<file path="config.mk">
export PLATFORM = sky130hd
export DESIGN_NAME = current_sense_gain_config_regs
export DESIGN_NICKNAME = d
export VERILOG_FILES = /design/src/current_sense_gain_config_regs.v
export VERILOG_INCLUDE_DIRS = /design/src
export SDC_FILE = /design/constraint.sdc
export NUM_CORES = 1
export LEC_CHECK = 0
export ABC_CLOCK_PERIOD_IN_PS = 8350
export BUFFER_PORTS_ARGS = -buffer_cell sky130_fd_sc_hd__clkbuf_2
export CAP_MARGIN = 25
export CELL_PAD_IN_SITES_DETAIL_PLACEMENT = 2
export CELL_PAD_IN_SITES_GLOBAL_PLACEMENT = 2
export CORE_MARGIN = 1.5
export CORE_UTILIZATION = 35
export DETAILED_ROUTE_END_ITERATION = 10
export GPL_TIMING_DRIVEN = 0
export PLACE_DENSITY = 0.91
export SLEW_MARGIN = 20
export SYNTH_ARGS = -nofsm -noshare
export SYNTH_HDL_FRONTEND = slang
export SYNTH_SLANG_ARGS = --single-unit
</file>
<file path="constraint.sdc">
create_clock -name clk -period 8.35 [get_ports clk]
set_clock_uncertainty 0.2 [all_clocks]
set_input_delay 1.67 -clock clk [delete_from_list [all_inputs] [get_ports clk]]
set_output_delay 1.67 -clock clk [all_outputs]
set_load 0.02 [all_outputs]
</file>
<file path="src/sense_gain_map.vh">
`ifndef SENSE_GAIN_MAP_VH
`define SENSE_GAIN_MAP_VH

// Register word addresses (Avalon word index), one per register word.
`define ADDR_OC_CTRL 2'h0
`define ADDR_AC_GAIN 2'h1
`define ADDR_DC_GAIN 2'h2
`define ADDR_STATUS 2'h3

// Avalon response codes.
`define RESP_OKAY 2'h0
`define RESP_SLVERR 2'h2

// Overcurrent control register fields.
`define OC_CODE_MSB 4
`define OC_CODE_LSB 0
`define OC_WRITE_MASK 8'hff
`define OC_RESET 8'h00
`define OC_BASE 10'h0a0
`define OC_STEP 10'h00f

// AC gain register fields.
`define AC_CODE_MSB 3
`define AC_CODE_LSB 0
`define AC_WRITE_MASK 8'h7f
`define AC_RESET 8'h00

// DC gain register fields.
`define DC_EN_BIT 7
`define DC_RSVD_BIT 3
`define DC_CODE_MSB 2
`define DC_CODE_LSB 0
`define DC_WRITE_MASK 8'h8f
`define DC_RESET 8'h00

// Gain values in tenths of a dB.
`define AC_FIRST_STEP 9'h00a
`define AC_STEP 9'h00f
`define DC_G0 9'h0c3
`define DC_G1 9'h0da
`define DC_G2 9'h0f1
`define DC_G3 9'h107
`define DC_G4 9'h11e
`define DC_G5 9'h135
`define DC_G6 9'h14c
`define DC_G7 9'h165

`endif

</file>
<file path="src/current_sense_gain_config_regs.v">
`timescale 1ns/10ps
`default_nettype none
`include "sense_gain_map.vh"

// Notes on behaviour
// Overcurrent code maps linearly, 160 plus 15 per step, up to 625.
// AC gain code in bits 3..0; 0 dB, 1.0 dB, then +1.5 dB steps.
// AC register bit 7 reads zero; bits 6..4 stored, never affect gain.
// DC sum enable at bit 7, resets zero; set means DC signal is summed.
// DC gain code in bits 2..0, 19.5 dB up to 35.7 dB ascending.
// DC-gained sense signal always offered to the ADC, enable or not.
// DC register bits 6..4 read zero; bit 3 stored without effect.
module current_sense_gain_config_regs (
  // Clock and reset.
  input wire clk,
  input wire rst_n,
  // Avalon-MM slave.
  input wire [1:0] address,
  input wire read,
  input wire write,
  input wire [31:0] writedata,
  input wire [3:0] byteenable,
  output reg [31:0] readdata,
  output wire waitrequest,
  output reg [1:0] response,
  // Settings to the analog sense path.
  output reg [9:0] overcurrentThreshold,
  output reg [8:0] acGainTenthDb,
  output reg [8:0] dcGainTenthDb,
  output reg dcGainSumEnable,
  output reg dcSenseToAdc
);

  // Handshake states: a request is latched in idle and answered in the next cycle.
  localparam [0:0] ST_IDLE = 1'b0;
  localparam [0:0] ST_ANSWER = 1'b1;

  // Register file, one byte per word in byte lane 0.
  reg [7:0] overcurrentCtrlReg;
  reg [7:0] senseAcGainCtrl;
  reg [7:0] senseDcGainCtrl;

  // Bus handshake state.
  reg [0:0] busState;
  reg [0:0] next_busState;

  // Read-back path, captured in the stall cycle.
  reg [7:0] next_readByte;
  reg [1:0] next_response;

  // Decoded register fields.
  wire [4:0] overcurrentThresholdCode;
  wire [3:0] acGainCode;
  wire [2:0] dcGainCode;

  // Bus strobes.
  wire request;
  wire requestSeen;
  wire requestDone;
  wire writeDone;
  wire wrOcCtrl;
  wire wrAcGain;
  wire wrDcGain;

  // Next values of the analog settings.
  wire [9:0] next_overcurrentThreshold;
  wire [8:0] next_acGainTenthDb;
  wire [8:0] next_dcGainTenthDb;
  wire next_dcGainSumEnable;

  assign overcurrentThresholdCode = overcurrentCtrlReg[`OC_CODE_MSB:`OC_CODE_LSB];
  assign acGainCode = senseAcGainCtrl[`AC_CODE_MSB:`AC_CODE_LSB];
  assign dcGainCode = senseDcGainCtrl[`DC_CODE_MSB:`DC_CODE_LSB];

  assign request = read || write;
  assign requestSeen = request && (busState == ST_IDLE);
  assign requestDone = request && (busState == ST_ANSWER);
  // Writes take effect only on the completing edge, where waitrequest is low.
  // A write with lane 0 switched off completes normally but stores nothing.
  assign writeDone = requestDone && write && byteenable[0];
  assign wrOcCtrl = writeDone && isAddr(address, `ADDR_OC_CTRL);
  assign wrAcGain = writeDone && isAddr(address, `ADDR_AC_GAIN);
  assign wrDcGain = writeDone && isAddr(address, `ADDR_DC_GAIN);

  // One wait cycle: every request stalls in its first cycle so that the read-back
  // byte can be registered before the master takes it.
  assign waitrequest = requestSeen;

  // Decoding is continuous; the results pass through flip-flops further down.
  assign next_overcurrentThreshold = ocDecode(overcurrentThresholdCode);
  assign next_acGainTenthDb = acDecode(acGainCode);
  assign next_dcGainTenthDb = dcDecode(dcGainCode);
  assign next_dcGainSumEnable = senseDcGainCtrl[`DC_EN_BIT];

  function [9:0] ocDecode;
    input [4:0] code;
    begin
      ocDecode = `OC_BASE + (`OC_STEP * {5'h00, code});
    end
  endfunction

  function [8:0] acDecode;
    input [3:0] code;
    begin
      if (code == 4'h0) begin
        acDecode = 9'h000;
      end else begin
        acDecode = `AC_FIRST_STEP + (`AC_STEP * {5'h00, code - 4'h1});
      end
    end
  endfunction

  function [8:0] dcDecode;
    input [2:0] code;
    begin
      case (code)
        3'h0: dcDecode = `DC_G0;
        3'h1: dcDecode = `DC_G1;
        3'h2: dcDecode = `DC_G2;
        3'h3: dcDecode = `DC_G3;
        3'h4: dcDecode = `DC_G4;
        3'h5: dcDecode = `DC_G5;
        3'h6: dcDecode = `DC_G6;
        default: dcDecode = `DC_G7;
      endcase
    end
  endfunction

  // Address compare shared by the write strobes.
  function isAddr;
    input [1:0] addr;
    input [1:0] target;
    begin
      isAddr = (addr == target);
    end
  endfunction

  // Lane-0 write through a mask; bits outside the mask are never stored and read as zero.
  function [7:0] maskedByte;
    input [7:0] data;
    input [7:0] mask;
    begin
      maskedByte = data & mask;
    end
  endfunction

  // Next handshake state. The answer cycle always returns to idle, so a request
  // still held afterwards counts as a new one and stalls again.
  always @* begin
    next_busState = busState;
    case (busState)
      ST_IDLE: begin
        if (request) begin
          next_busState = ST_ANSWER;
        end
      end
      ST_ANSWER: begin
        next_busState = ST_IDLE;
      end
      default: begin
        next_busState = ST_IDLE;
      end
    endcase
  end

  // Handshake state register.
  always @(posedge clk or negedge rst_n) begin
    if (!rst_n) begin
      busState <= ST_IDLE;
    end else begin
      busState <= next_busState;
    end
  end

  // Read-back byte for the addressed word; unimplemented bits read zero.
  always @* begin
    next_readByte = 8'h00;
    case (address)
      `ADDR_OC_CTRL: begin
        next_readByte = overcurrentCtrlReg;
      end
      `ADDR_AC_GAIN: begin
        next_readByte = senseAcGainCtrl;
      end
      `ADDR_DC_GAIN: begin
        next_readByte = senseDcGainCtrl;
      end
      `ADDR_STATUS: begin
        next_readByte = {5'h00, dcGainCode};
      end
      default: begin
        next_readByte = 8'h00;
      end
    endcase
  end

  // The status word is read-only, so a write to it is refused with an error response.
  always @* begin
    next_response = `RESP_OKAY;
    case (address)
      `ADDR_STATUS: begin
        if (write) begin
          next_response = `RESP_SLVERR;
        end
      end
      default: begin
        next_response = `RESP_OKAY;
      end
    endcase
  end

  // Read data is captured in the stall cycle so that it stands at the completing edge.
  always @(posedge clk or negedge rst_n) begin
    if (!rst_n) begin
      readdata <= 32'h0000_0000;
    end else if (requestSeen) begin
      readdata <= {24'h00_0000, next_readByte};
    end
  end

  // The response is captured together with the read data.
  always @(posedge clk or negedge rst_n) begin
    if (!rst_n) begin
      response <= `RESP_OKAY;
    end else if (requestSeen) begin
      response <= next_response;
    end
  end

  // Overcurrent control keeps all eight bits; only the threshold code is decoded here.
  always @(posedge clk or negedge rst_n) begin
    if (!rst_n) begin
      overcurrentCtrlReg <= `OC_RESET;
    end else if (wrOcCtrl) begin
      overcurrentCtrlReg <= maskedByte(writedata[7:0], `OC_WRITE_MASK);
    end
  end

  // Bit 7 is not implemented; the reserved bits are kept but never reach the decoder.
  always @(posedge clk or negedge rst_n) begin
    if (!rst_n) begin
      senseAcGainCtrl <= `AC_RESET;
    end else if (wrAcGain) begin
      senseAcGainCtrl <= maskedByte(writedata[7:0], `AC_WRITE_MASK);
    end
  end

  // Bits 6 to 4 are not implemented; the reserved bit 3 is kept for read-back only.
  always @(posedge clk or negedge rst_n) begin
    if (!rst_n) begin
      senseDcGainCtrl <= `DC_RESET;
    end else if (wrDcGain) begin
      senseDcGainCtrl <= maskedByte(writedata[7:0], `DC_WRITE_MASK);
    end
  end

  // Decoded settings are registered so the analog trims never see decoder glitches.
  always @(posedge clk or negedge rst_n) begin
    if (!rst_n) begin
      overcurrentThreshold <= 10'h000;
    end else begin
      overcurrentThreshold <= next_overcurrentThreshold;
    end
  end

  // AC gain setting in tenths of a dB.
  always @(posedge clk or negedge rst_n) begin
    if (!rst_n) begin
      acGainTenthDb <= 9'h000;
    end else begin
      acGainTenthDb <= next_acGainTenthDb;
    end
  end

  // DC gain setting in tenths of a dB; applied whether or not it is summed.
  always @(posedge clk or negedge rst_n) begin
    if (!rst_n) begin
      dcGainTenthDb <= 9'h000;
    end else begin
      dcGainTenthDb <= next_dcGainTenthDb;
    end
  end

  // Summing of the DC-gained signal into the AC path.
  always @(posedge clk or negedge rst_n) begin
    if (!rst_n) begin
      dcGainSumEnable <= 1'b0;
    end else begin
      dcGainSumEnable <= next_dcGainSumEnable;
    end
  end

  // The DC-gained signal is always offered to the converter, summed or not.
  always @(posedge clk or negedge rst_n) begin
    if (!rst_n) begin
      dcSenseToAdc <= 1'b0;
    end else begin
      dcSenseToAdc <= 1'b1;
    end
  end

endmodule
`default_nettype wire

</file>
==> impl_summary.txt, run 1 <==
----------------------------------------------------
[Pwr]
  Relative contribution of sequential cells to total power ... 0.232
  Power Dens Cells ... 474 nW/um2
  Power share of the clock group ... 0.147
  Leak Pwr ... 2.18 nW
  Net load switching power ... 0.000893 W
  Worst voltage drop across the vdd grid ... 0.193 mV
  Internal Pwr Total ... 0.00109 W
  Sw Share ... 0.451
  Gate power share ... 0.621

[Synthesis]
  Synth Instances ... 295
  Post-Syn Area per Cell ... 11.6 um2
  Number of synthesized register bits ... 59
  Post-synthesis async set-or-reset flop share ... 1.00
  Count of synthesis-stage warnings from yosys ... 0
  Proportion of synthesized chip area in sequential cells ... 0.432
  Cell variety after synth ... 37
  Number of enable flip-flop cells after synthesis ... 0
  Main synth FF type ... dfrtp_1
  Synthesized area ... 3420 um2

[CTS]
  Register clock-pin slew on the reported worst setup and hold paths ... 0.07 ns
  Number of buffers between clock root and the deepest sink ... 2
  Post-CTS setup buffer count ... 0
  Cts hold-fix bufs ... 0
  Clock Root Buffer ... clkbuf_8
  H-Tree Level Count ... 3
  Sink Count ... 59
  Clock tree from TritonCTS ... done
  PostCTS Resize Cnt ... 0
  Insertion delay of the later-clocked pin in the worst-skew pair ... 0.34 ns
  Number of buffers created by CTS ... 9

[Flow run]
  Max capacitance violation total ... 0

[Timing]
  Post-Route Setup TNS ... 0 ns
  Highest achievable clock rate ... 200 MHz
  Final Critical Period ... 4.99 ns
  Max_slew headroom ... 0.480
  Number of setup violations in the final report ... 0
  Worst Setup Slack, final ... 3.36 ns
  Number of pins with negative max-slew slack in the final report ... 0
  Unrepaired setup endpoints after global routing ... no
  Final worst path period share ... 0.597
  Worst Max-Slew Pin Slew ... 0.779 ns
  Number of hold violations in the final report ... 0

[Global route]
  GRT Overall Usage ... 0.183
  First-pass GRT wire length ... 14100 um
  Maximum number of pins on one net before global-route repair ... 48
  GR Overflow Total ... 0
  Antenna violations before repair ... 0
  Number of global-route vias before repair ... 2796

[Finish]
  Area Overhead vs Synth ... 22.3%
  Antenna cells ... 0
  Net count of the finished layout ... 476
  Design Area, Final ... 4180 um2
  Share of cells above drive strength 1 ... 0.320
  Final standard cell utilization of the core ... 0.446

[Hold path]
  Hold-critical path endpoint ... dcGainSumEnable$_DFF_PN0_
  Hold Path Origin ... senseDcGainCtrl[7]$_DFFE_PN0P_
  Class of the worst hold path ... flip-flop to flip-flop
  WHS Path Cells ... 0

[Placed design]
  Cell Area, Placed ... 3970 um2
  Post-placement worst setup slack ... 3.41 ns
  HPWL after DPL ... 6400 um
  Global placer's final weighted congestion ... 0.773
  Count of buffers inserted at the top-level ports ... 53

[Drt]
  Antenna violation net count after detailed routing ... 0
  Routed length per instance ... 16.7 um
  DRT Pass-1 Iters ... 4
  Routed vias/inst ... 4.65
  Detailed Route Iter0 Violations ... 34
  Aggregate routed wire length ... 8660 um
  Drc violations ... 0
  Via total after detailed routing ... 2406

[Die]
  Die X ... 102 um
  Number of primary I/O pins ... 107
  Y dimension of the die ... 102 um
  Area inside the core boundary ... 9370 um2
  Placement row count ... 35
  Total die area ... 10400 um2
  Effective utilization at floorplan ... 0.365

[Critical path]
  Worst reg2reg path startpoint ... senseAcGainCtrl[0]$_DFFE_PN0P_
  Worst setup slack for register-to-register paths ... 3.65 ns
  Worst R2R Path Depth ... 13
  Sort of element at the start of the critical path ... primary input
  CP arrival ... 3.12 ns
  Worst Path Class, Setup ... primary input to output port
  Category of the worst setup path capture point ... output port
  Endpoint of the lowest-slack register-to-register path ... acGainTenthDb[7]$_DFF_PN0_
  Highest fanout seen on the critical path ... 10
  Critical Path RT ... 6.48 ns

[Outcome]
  Status ... finished, final reports clean

----------------------------------------------------
metrics by stage:
stage	hold WS (ns)	power, W	instances
after global placement	0.209	0.00154	501
after CTS	0.246	0.00203	517
after global routing	0.253	0.00217	517
final	0.229	0.00198	517
after floorplan	0.170	0.00132	319
after detailed placement	0.226	0.00166	502
registers in the layout, summed over array words and instances (netlist names):
signal	count
busState	1
overcurrentCtrlReg	8
dcGainTenthDb	8
readdata	8
response	1
senseDcGainCtrl	5
acGainTenthDb	9
dcSenseToAdc	1
dcGainSumEnable	1
overcurrentThreshold	10
senseAcGainCtrl	7
power by group through the flow:
stage                     clock [W]  sequential [W]  combinational (W)
after detailed placement          0        0.000466            0.00119
after global placement            0        0.000459            0.00108
after global routing       0.000309        0.000475            0.00139
after CTS                  0.000297        0.000463            0.00127
final                      0.000291        0.000460            0.00123
after floorplan                   0        0.000541           0.000775
worst max path at each step:
stage | start | end | slack [ns]
finish | write | waitrequest | 3.36
global route | write | waitrequest | 3.22
CTS | write | waitrequest | 3.36
detailed placement | write | waitrequest | 3.41
global placement | write | waitrequest | 3.51
floorplan | read | waitrequest | 3.95
synthesized netlist by cell type (all sizes together), types with 6 or more instances:
cell | n | area, um2
a21oi | 9 | 45.0
inv | 25 | 93.8
fa | 10 | 200
mux2 | 20 | 251
o21ai | 12 | 60.1
buf | 30 | 214
mux2i | 9 | 90.1
xnor2 | 6 | 52.6
nor2 | 14 | 52.6
dfrtp | 59 | 1480
ha | 40 | 500
nand2 | 13 | 48.8
critical path: stages:
cell and delay, ns:
clkbuf_2 0.11, o21bai_1 0.62, clkbuf_1 0.42, inv_1 0.12
clkbuf_2 0.18
layout make-up:
cell class	count	area, um2
clock buffer	10	138
clock inverter	5	77.6
sequential	59	1480
multi-input combinational	201	1710
tap	129	161
fill	1021	5190
timing repair buffer	54	295
inverter	25	93.8
buffer	34	229
cell families after synthesis:
| group | after synthesis | synth area share |
|---|---|---|
| compound gates | 36 | 0.0636 |
| xor+xnor | 10 | 0.0256 |
| fa+ha+maj | 50 | 0.205 |
| buf+inv | 59 | 0.0944 |
| flops | 59 | 0.432 |
| mux | 29 | 0.0999 |
| other cells | 2 | 0.00220 |
| simple gates | 50 | 0.0779 |
placed cells by master, fill, tap and decap left out, types with 6 or more instances in the layout:
cell / instances
a21oi_1: 9
buf_4: 26
clkbuf_2: 52
clkbuf_8: 10
conb_1: 26
dfrtp_1: 59
fa_1: 10
ha_1: 40
inv_1: 24
mux2_2: 13
mux2_4: 7
mux2i_1: 9
nand2_1: 13
nor2_1: 14
o21ai_0: 12
xnor2_1: 6
per-layer routing:
metal  wire [um]  global-route usage  vias to the layer above
li1            -                   -                     1107
met1        3210               0.190                     1217
met2        4880               0.352                       62
met3         357              0.0479                       20
met4         206              0.0664                        0
met5           0                   0                        -
Note: power is estimated with default switching activity, not from simulation.
==> run 2, diff against run 1 <==
ABC_CLOCK_PERIOD_IN_PS = 4100   (was 8350)
CORE_UTILIZATION = 29   (was 35)
PLACE_DENSITY = 0.81   (was 0.91)
clock period = 4.1 ns   (was 8.35 ns; I/O delays follow)
==> impl_summary.txt, run 2 (synthesis gave the netlist of run 1 again) <==
----------------------------------------------------
[Timing]
  Max_slew headroom ... 0.489 (was 0.480)
  Final Critical Period ... 3.92 ns
  Number of setup violations in the final report ... 0 (unchanged)
  Post-Route Setup TNS ... 0 ns (unchanged)
  Number of hold violations in the final report ... 0 (unchanged)
  Final worst path period share ... 0.955
  Worst Max-Slew Pin Slew ... 0.766 ns (was 0.779 ns)
  Highest achievable clock rate ... 255 MHz
  Number of pins with negative max-slew slack in the final report ... 0 (unchanged)

[Finish]
  Share of cells above drive strength 1 ... 0.334 (was 0.320)
  Top register by number of flip-flops ... overcurrentThreshold (unchanged)
  Area Overhead vs Synth ... 27.2% (was 22.3%)
  Design Area, Final ... 4350 um2 (was 4180 um2)
  Antenna cells ... 0 (unchanged)
  Final standard cell utilization of the core ... 0.380 (was 0.446)
  Net count of the finished layout ... 478 (was 476)
  Flip-flop count of the largest register after layout ... 10 (unchanged)
  Most common library cell in the layout ignoring fill and taps ... dfrtp_1 (unchanged)
  Largest registers in the final layout ... overcurrentThreshold x10, acGainTenthDb x9 (unchanged)
  Commonest cells after routing, fill and taps aside ... dfrtp_1 (59), clkbuf_2 (52), ha_1 (38) (was dfrtp_1 (59), clkbuf_2 (52), ha_1 (40))

[Hold path]
  Class of the worst hold path ... primary input to asynchronous set/reset pin (was flip-flop to flip-flop)

[Global route]
  GRT Overall Usage ... 0.138 (was 0.183)
  Number of global-route vias before repair ... 2632 (was 2796)
  GR Overflow Total ... 0 (unchanged)
  Maximum number of pins on one net before global-route repair ... 45 (was 48)
  Antenna violations before repair ... 0 (unchanged)
  First-pass GRT wire length ... 13400 um (was 14100 um)

[Critical path]
  Buffers and inverters on the worst path ... 3 (was 4)
  Category of the worst setup path capture point ... flip-flop (was output port)
  Worst R2R Path Depth ... 13 (unchanged)
  Crit path max-delay family ... adder cells (was buffers and inverters)
  Cells along the critical path ... buf_2 > inv_1 > ha_4 > xor2_4 > ha_4 > fa_1 > fa_1 > inv_1 > ha_1 > a211oi_2 > nor2_1 > mux2i_1 > o311ai_0 (was clkbuf_2 > o21bai_1 > clkbuf_1 > inv_1 > clkbuf_2)
  Endpoint of the lowest-slack register-to-register path ... acGainTenthDb[7]$_DFF_PN0_ (unchanged)
  Sort of element at the start of the critical path ... flip-flop (was primary input)
  Worst setup slack for register-to-register paths ... 0.18 ns (was 3.65 ns)
  Highest fanout seen on the critical path ... 7 (was 10)
  Worst Path Class, Setup ... flip-flop to flip-flop (was primary input to output port)
  Start point of the critical path ... senseAcGainCtrl[0]$_DFFE_PN0P_ (was write)
  Worst reg2reg path startpoint ... senseAcGainCtrl[0]$_DFFE_PN0P_ (unchanged)
  CP max stage delay ... 0.52 ns (was 0.62 ns)
  CP arrival ... 3.90 ns (was 3.12 ns)
  Worst-path cell with the longest stage delay ... fa_1 (was o21bai_1)
  Critical Path RT ... 4.08 ns (was 6.48 ns)

[Placed design]
  Cell Area, Placed ... 3980 um2 (was 3970 um2)
  HPWL after DPL ... 5960 um (was 6400 um)
  Global placer's final weighted congestion ... 0.745 (was 0.773)
  Count of buffers inserted at the top-level ports ... 53 (unchanged)

[Drt]
  Antenna violation net count after detailed routing ... 0 (unchanged)
  Detailed Route Iter0 Violations ... 59 (was 34)
  DRT Pass-1 Iters ... 3 (was 4)
  Via total after detailed routing ... 2357 (was 2406)
  Aggregate routed wire length ... 8160 um (was 8660 um)
  Drc violations ... 0 (unchanged)
  Routed length per instance ... 15.3 um (was 16.7 um)
  Routed vias/inst ... 4.43 (was 4.65)

[CTS]
  Number of buffers created by CTS ... 9 (unchanged)
  Sink Count ... 59 (unchanged)
  Number of buffers between clock root and the deepest sink ... 2 (unchanged)
  Cts hold-fix bufs ... 0 (unchanged)
  Clock tree from TritonCTS ... done (unchanged)
  H-Tree Level Count ... 3 (unchanged)
  Clock Root Buffer ... clkbuf_16 (was clkbuf_8)
  Insertion delay of the later-clocked pin in the worst-skew pair ... 0.32 ns (was 0.34 ns)
  Register clock-pin slew on the reported worst setup and hold paths ... 0.05 ns (was 0.07 ns)

[Die]
  Total die area ... 12500 um2 (was 10400 um2)
  Y dimension of the die ... 112 um (was 102 um)
  Number of primary I/O pins ... 107 (unchanged)
  Placement row count ... 39 (was 35)
  Die X ... 112 um (was 102 um)
  Area inside the core boundary ... 11500 um2 (was 9370 um2)
  Effective utilization at floorplan ... 0.298 (was 0.365)

[Pwr]
  Power Dens Cells ... 980 nW/um2 (was 474 nW/um2)
  Leak Pwr ... 2.24 nW (was 2.18 nW)
  Worst voltage drop across the vdd grid ... 0.543 mV (was 0.193 mV)
  PnR Total Power ... 0.00426 W (was 0.00198 W)

[Outcome]
  Status ... finished, final reports clean (unchanged)

[Flow run]
  Max capacitance violation total ... 0 (unchanged)

----------------------------------------------------
run 2: per-stage QoR:
stage | std cells | hold WS [ns] | setup WS, ns
6_report | 532 | 0.193 | 0.183
5_1_grt | 532 | 0.204 | -0.0364
4_1_cts | 530 | 0.197 | 0.00733
3_5_place_dp | 516 | 0.195 | -0.391
3_3_place_gp | 515 | 0.191 | -0.263
2_1_floorplan | 319 | 0.170 | 0.145
run 2: worst register-to-register path: cells and delay by family (launching register included):
kind / cells / cell delay [ns]
xor gates and xnor gates: 1 / 0.23
buffers and inverters: 3 / 0.41
AOI/OAI and AO/OA: 2 / 0.44
and+or+nand+nor: 1 / 0.11
DFF: 1 / 0.39
muxes: 1 / 0.18
adders and majority gates: 5 / 1.80
run 2: layout make-up:
cell class	count	area (um2)
Sequential cell	59	1480
Timing Repair Buffer	56	303
Buffer	34	230
Clock buffer	11	233
Tap cell	143	179
Fill cell	1218	7110
Clock inverter	3	65.1
Multi-Input combinational cell	201	1770
Inverter	25	93.8
run 2: worst max-delay path by stage:
stage	to	depth (start not counted)	slack, ns
4_1_cts	acGainTenthDb[7]$_DFF_PN0_	13	0.007
2_1_floorplan	acGainTenthDb[7]$_DFF_PN0_	13	0.15
3_5_place_dp	acGainTenthDb[7]$_DFF_PN0_	13	-0.39
5_1_grt	acGainTenthDb[7]$_DFF_PN0_	13	-0.04
3_3_place_gp	acGainTenthDb[7]$_DFF_PN0_	13	-0.26
6_report	acGainTenthDb[7]$_DFF_PN0_	13	0.18
run 2: timing repair:
action | 4_1_cts | 5_1_grt
setup endpoints to repair | 5 | 2
gates cloned | 0 | 0
pin swaps | 0 | 1
buffers inserted | 0 | 2
gates resized for setup | 4 | 6
run 2: routing by layer:
| metal | GRT usage | vias to the layer above | routed length, um |
|---|---|---|---|
| met3 | 0.0381 | 12 | 351 |
| met4 | 0.0473 | 0 | 142 |
| met2 | 0.247 | 56 | 4460 |
| li1 | - | 1111 | - |
| met5 | 0 | - | 0 |
| met1 | 0.160 | 1178 | 3210 |
run 2: where the power goes:
group	switching [W]	internal, W
Combinational	0.00146	0.00109
Clock	0.000254	0.000524
Sequential	0.000128	0.000814
Total	0.00184	0.00243
==> run 3, diff against run 2 <==
MAX_ROUTING_LAYER = met4   (was not set)
==> impl_summary.txt, run 3 (synthesis gave the netlist of run 1 again) <==
----------------------------------------------------
[Timing]
  Number of hold violations in the final report ... 0 (unchanged)
  Post-Route Setup TNS ... 0 ns (unchanged)
  Final worst path period share ... 0.956 (was 0.955)
  Number of setup violations in the final report ... 0 (unchanged)
  Number of pins with negative max-slew slack in the final report ... 0 (unchanged)
  Highest achievable clock rate ... 255 MHz (about the same)
  Worst Setup Slack, final ... 0.180 ns (was 0.183 ns)
  Final Critical Period ... 3.92 ns (about the same)
  Worst Max-Slew Pin Slew ... 0.761 ns (was 0.766 ns)
  Max_slew headroom ... 0.492 (was 0.489)

[Pwr]
  Power Dens Cells ... 979 nW/um2 (was 980 nW/um2)
  Net load switching power ... 0.00184 W (about the same)
  Worst voltage drop across the vdd grid ... 0.543 mV (about the same)
  Leak Pwr ... 2.24 nW (unchanged)
  Internal Pwr Total ... 0.00243 W (about the same)
  Sw Share ... 0.431 (about the same)
  Power share of the clock group ... 0.182 (was 0.183)
  Gate power share ... 0.597 (about the same)
  Relative contribution of sequential cells to total power ... 0.221 (about the same)

[Global route]
  First-pass GRT wire length ... 13400 um (about the same)
  Antenna violations before repair ... 0 (unchanged)
  GR Overflow Total ... 0 (unchanged)
  Maximum number of pins on one net before global-route repair ... 45 (unchanged)
  Number of global-route vias before repair ... 2629 (was 2632)
  GRT Overall Usage ... 0.143 (was 0.138)

[Drt]
  Antenna violation net count after detailed routing ... 0 (unchanged)
  Drc violations ... 0 (unchanged)
  Routed vias/inst ... 4.44 (was 4.43)
  Aggregate routed wire length ... 8140 um (was 8160 um)
  DRT Pass-1 Iters ... 3 (unchanged)
  Routed length per instance ... 15.3 um (about the same)
  Via total after detailed routing ... 2364 (was 2357)
  Detailed Route Iter0 Violations ... 36 (was 59)

[Placed design]
  Cells after DPL ... 516 (unchanged)
  Count of buffers inserted at the top-level ports ... 53 (unchanged)
  Global placer's final weighted congestion ... 0.754 (was 0.745)
  HPWL after DPL ... 5960 um (unchanged)
  Cell Area, Placed ... 3980 um2 (unchanged)
  Post-placement worst setup slack ... -0.391 ns (unchanged)

[CTS]
  Cts hold-fix bufs ... 0 (unchanged)
  Clock tree from TritonCTS ... done (unchanged)
  H-Tree Level Count ... 3 (unchanged)
  Clock Root Buffer ... clkbuf_16 (unchanged)
  Sink Count ... 59 (unchanged)
  Register clock-pin slew on the reported worst setup and hold paths ... 0.05 ns (about the same)
  Number of buffers created by CTS ... 9 (unchanged)
  Number of buffers between clock root and the deepest sink ... 2 (unchanged)
  Insertion delay of the later-clocked pin in the worst-skew pair ... 0.32 ns (about the same)

[Die]
  Effective utilization at floorplan ... 0.298 (unchanged)
  Total die area ... 12500 um2 (unchanged)
  Placement row count ... 39 (unchanged)
  Y dimension of the die ... 112 um (unchanged)
  Number of primary I/O pins ... 107 (unchanged)
  Die X ... 112 um (unchanged)
  Area inside the core boundary ... 11500 um2 (unchanged)

[Flow run]
  Max capacitance violation total ... 0 (unchanged)

[Critical path]
  Sort of element at the start of the critical path ... flip-flop (unchanged)
  Start point of the critical path ... senseAcGainCtrl[0]$_DFFE_PN0P_ (unchanged)
  Worst-path cell with the longest stage delay ... fa_1 (unchanged)
  Buffers and inverters on the worst path ... 3 (unchanged)
  CP arrival ... 3.90 ns (about the same)
  Cells along the critical path ... buf_2 > inv_1 > ha_4 > xor2_4 > ha_4 > fa_1 > fa_1 > inv_1 > ha_1 > a211oi_2 > nor2_1 > mux2i_1 > o311ai_0 (unchanged)
  Category of the worst setup path capture point ... flip-flop (unchanged)
  Highest fanout seen on the critical path ... 7 (unchanged)
  Worst reg2reg path startpoint ... senseAcGainCtrl[0]$_DFFE_PN0P_ (unchanged)
  Critical Path RT ... 4.08 ns (about the same)
  Crit path max-delay family ... adder cells (unchanged)
  Worst Path Class, Setup ... flip-flop to flip-flop (unchanged)
  CP max stage delay ... 0.52 ns (about the same)

[Finish]
  Net count of the finished layout ... 478 (unchanged)
  Area Overhead vs Synth ... 27.2% (unchanged)
  Top register by number of flip-flops ... overcurrentThreshold (unchanged)
  Commonest cells after routing, fill and taps aside ... dfrtp_1 (59), clkbuf_2 (52), ha_1 (38) (unchanged)
  Flip-flop count of the largest register after layout ... 10 (unchanged)
  Final std cells w/o fill ... 532 (unchanged)
  Share of cells above drive strength 1 ... 0.334 (unchanged)
  Largest registers in the final layout ... overcurrentThreshold x10, acGainTenthDb x9 (unchanged)
  Antenna cells ... 0 (unchanged)
  Most common library cell in the layout ignoring fill and taps ... dfrtp_1 (unchanged)
  Final standard cell utilization of the core ... 0.380 (unchanged)
  Design Area, Final ... 4350 um2 (unchanged)

[Outcome]
  Status ... finished, final reports clean (unchanged)

[Hold path]
  Class of the worst hold path ... primary input to asynchronous set/reset pin (unchanged)

----------------------------------------------------
## run 3: cell counts in the layout (fill, tap and decap cells not counted)
Identical to the previous run, type by type.
## run 3: repair_timing
item,4_1_cts,5_1_grt
pin swaps,0,1
buffers inserted,0,2
gates resized for setup,4,6
endpoints found under the setup margin,5,2
cloned,0,0
## run 3: per-layer routing
metal,GRT usage,part of all wire,wire length (um),vias to the layer above
met1,0.161,0.40,3230,1178
met2,0.247,0.54,4440,59
met5,-,0,0,-
met4,0.0473,0.018,143,0
met3,0.0359,0.041,336,17
li1,-,-,-,1110
## run 3: final timing paths
kind / to / slack (ns) / depth (start not counted)
setup / recovery: acGainTenthDb[7]$_DFF_PN0_ / 0.18 / 13
hold / removal: overcurrentThreshold[0]$_DFF_PN0_ / 0.20 / 1
setup reg to reg: acGainTenthDb[7]$_DFF_PN0_ / 0.18 / 13
hold reg to reg: dcGainSumEnable$_DFF_PN0_ / 0.21 / 0
max in group asynchronous: senseDcGainCtrl[3]$_DFFE_PN0P_ / 2.97 / 2
min in group clk: dcGainSumEnable$_DFF_PN0_ / 0.21 / 0
## run 3: per-stage QoR
stage	hold WS, ns	total power, W
2_1_floorplan	0.170	0.00268
3_3_place_gp	0.191	0.00316
3_5_place_dp	0.195	0.00337
4_1_cts	0.197	0.00428
5_1_grt	0.205	0.00469
6_report	0.195	0.00426
## run 3: power by group through the flow
stage	Sequential, W	Clock [W]	Combinational [W]
after floorplan	0.00110	0	0.00158
after global placement	0.000935	0	0.00222
after detailed placement	0.000949	0	0.00242
after CTS	0.000947	0.000794	0.00254
after global routing	0.000971	0.000824	0.00290
final	0.000941	0.000777	0.00254
## run 3: layout make-up
| type | count | area [um2] |
|---|---|---|
| Buffer | 34 | 230 |
| Clock buffer | 11 | 233 |
| Clock inverter | 3 | 65.1 |
| Fill cell | 1218 | 7110 |
| Inverter | 25 | 93.8 |
| Multi-Input combinational cell | 201 | 1770 |
| Sequential cell | 59 | 1480 |
| Tap cell | 143 | 179 |
| Timing Repair Buffer | 56 | 303 |
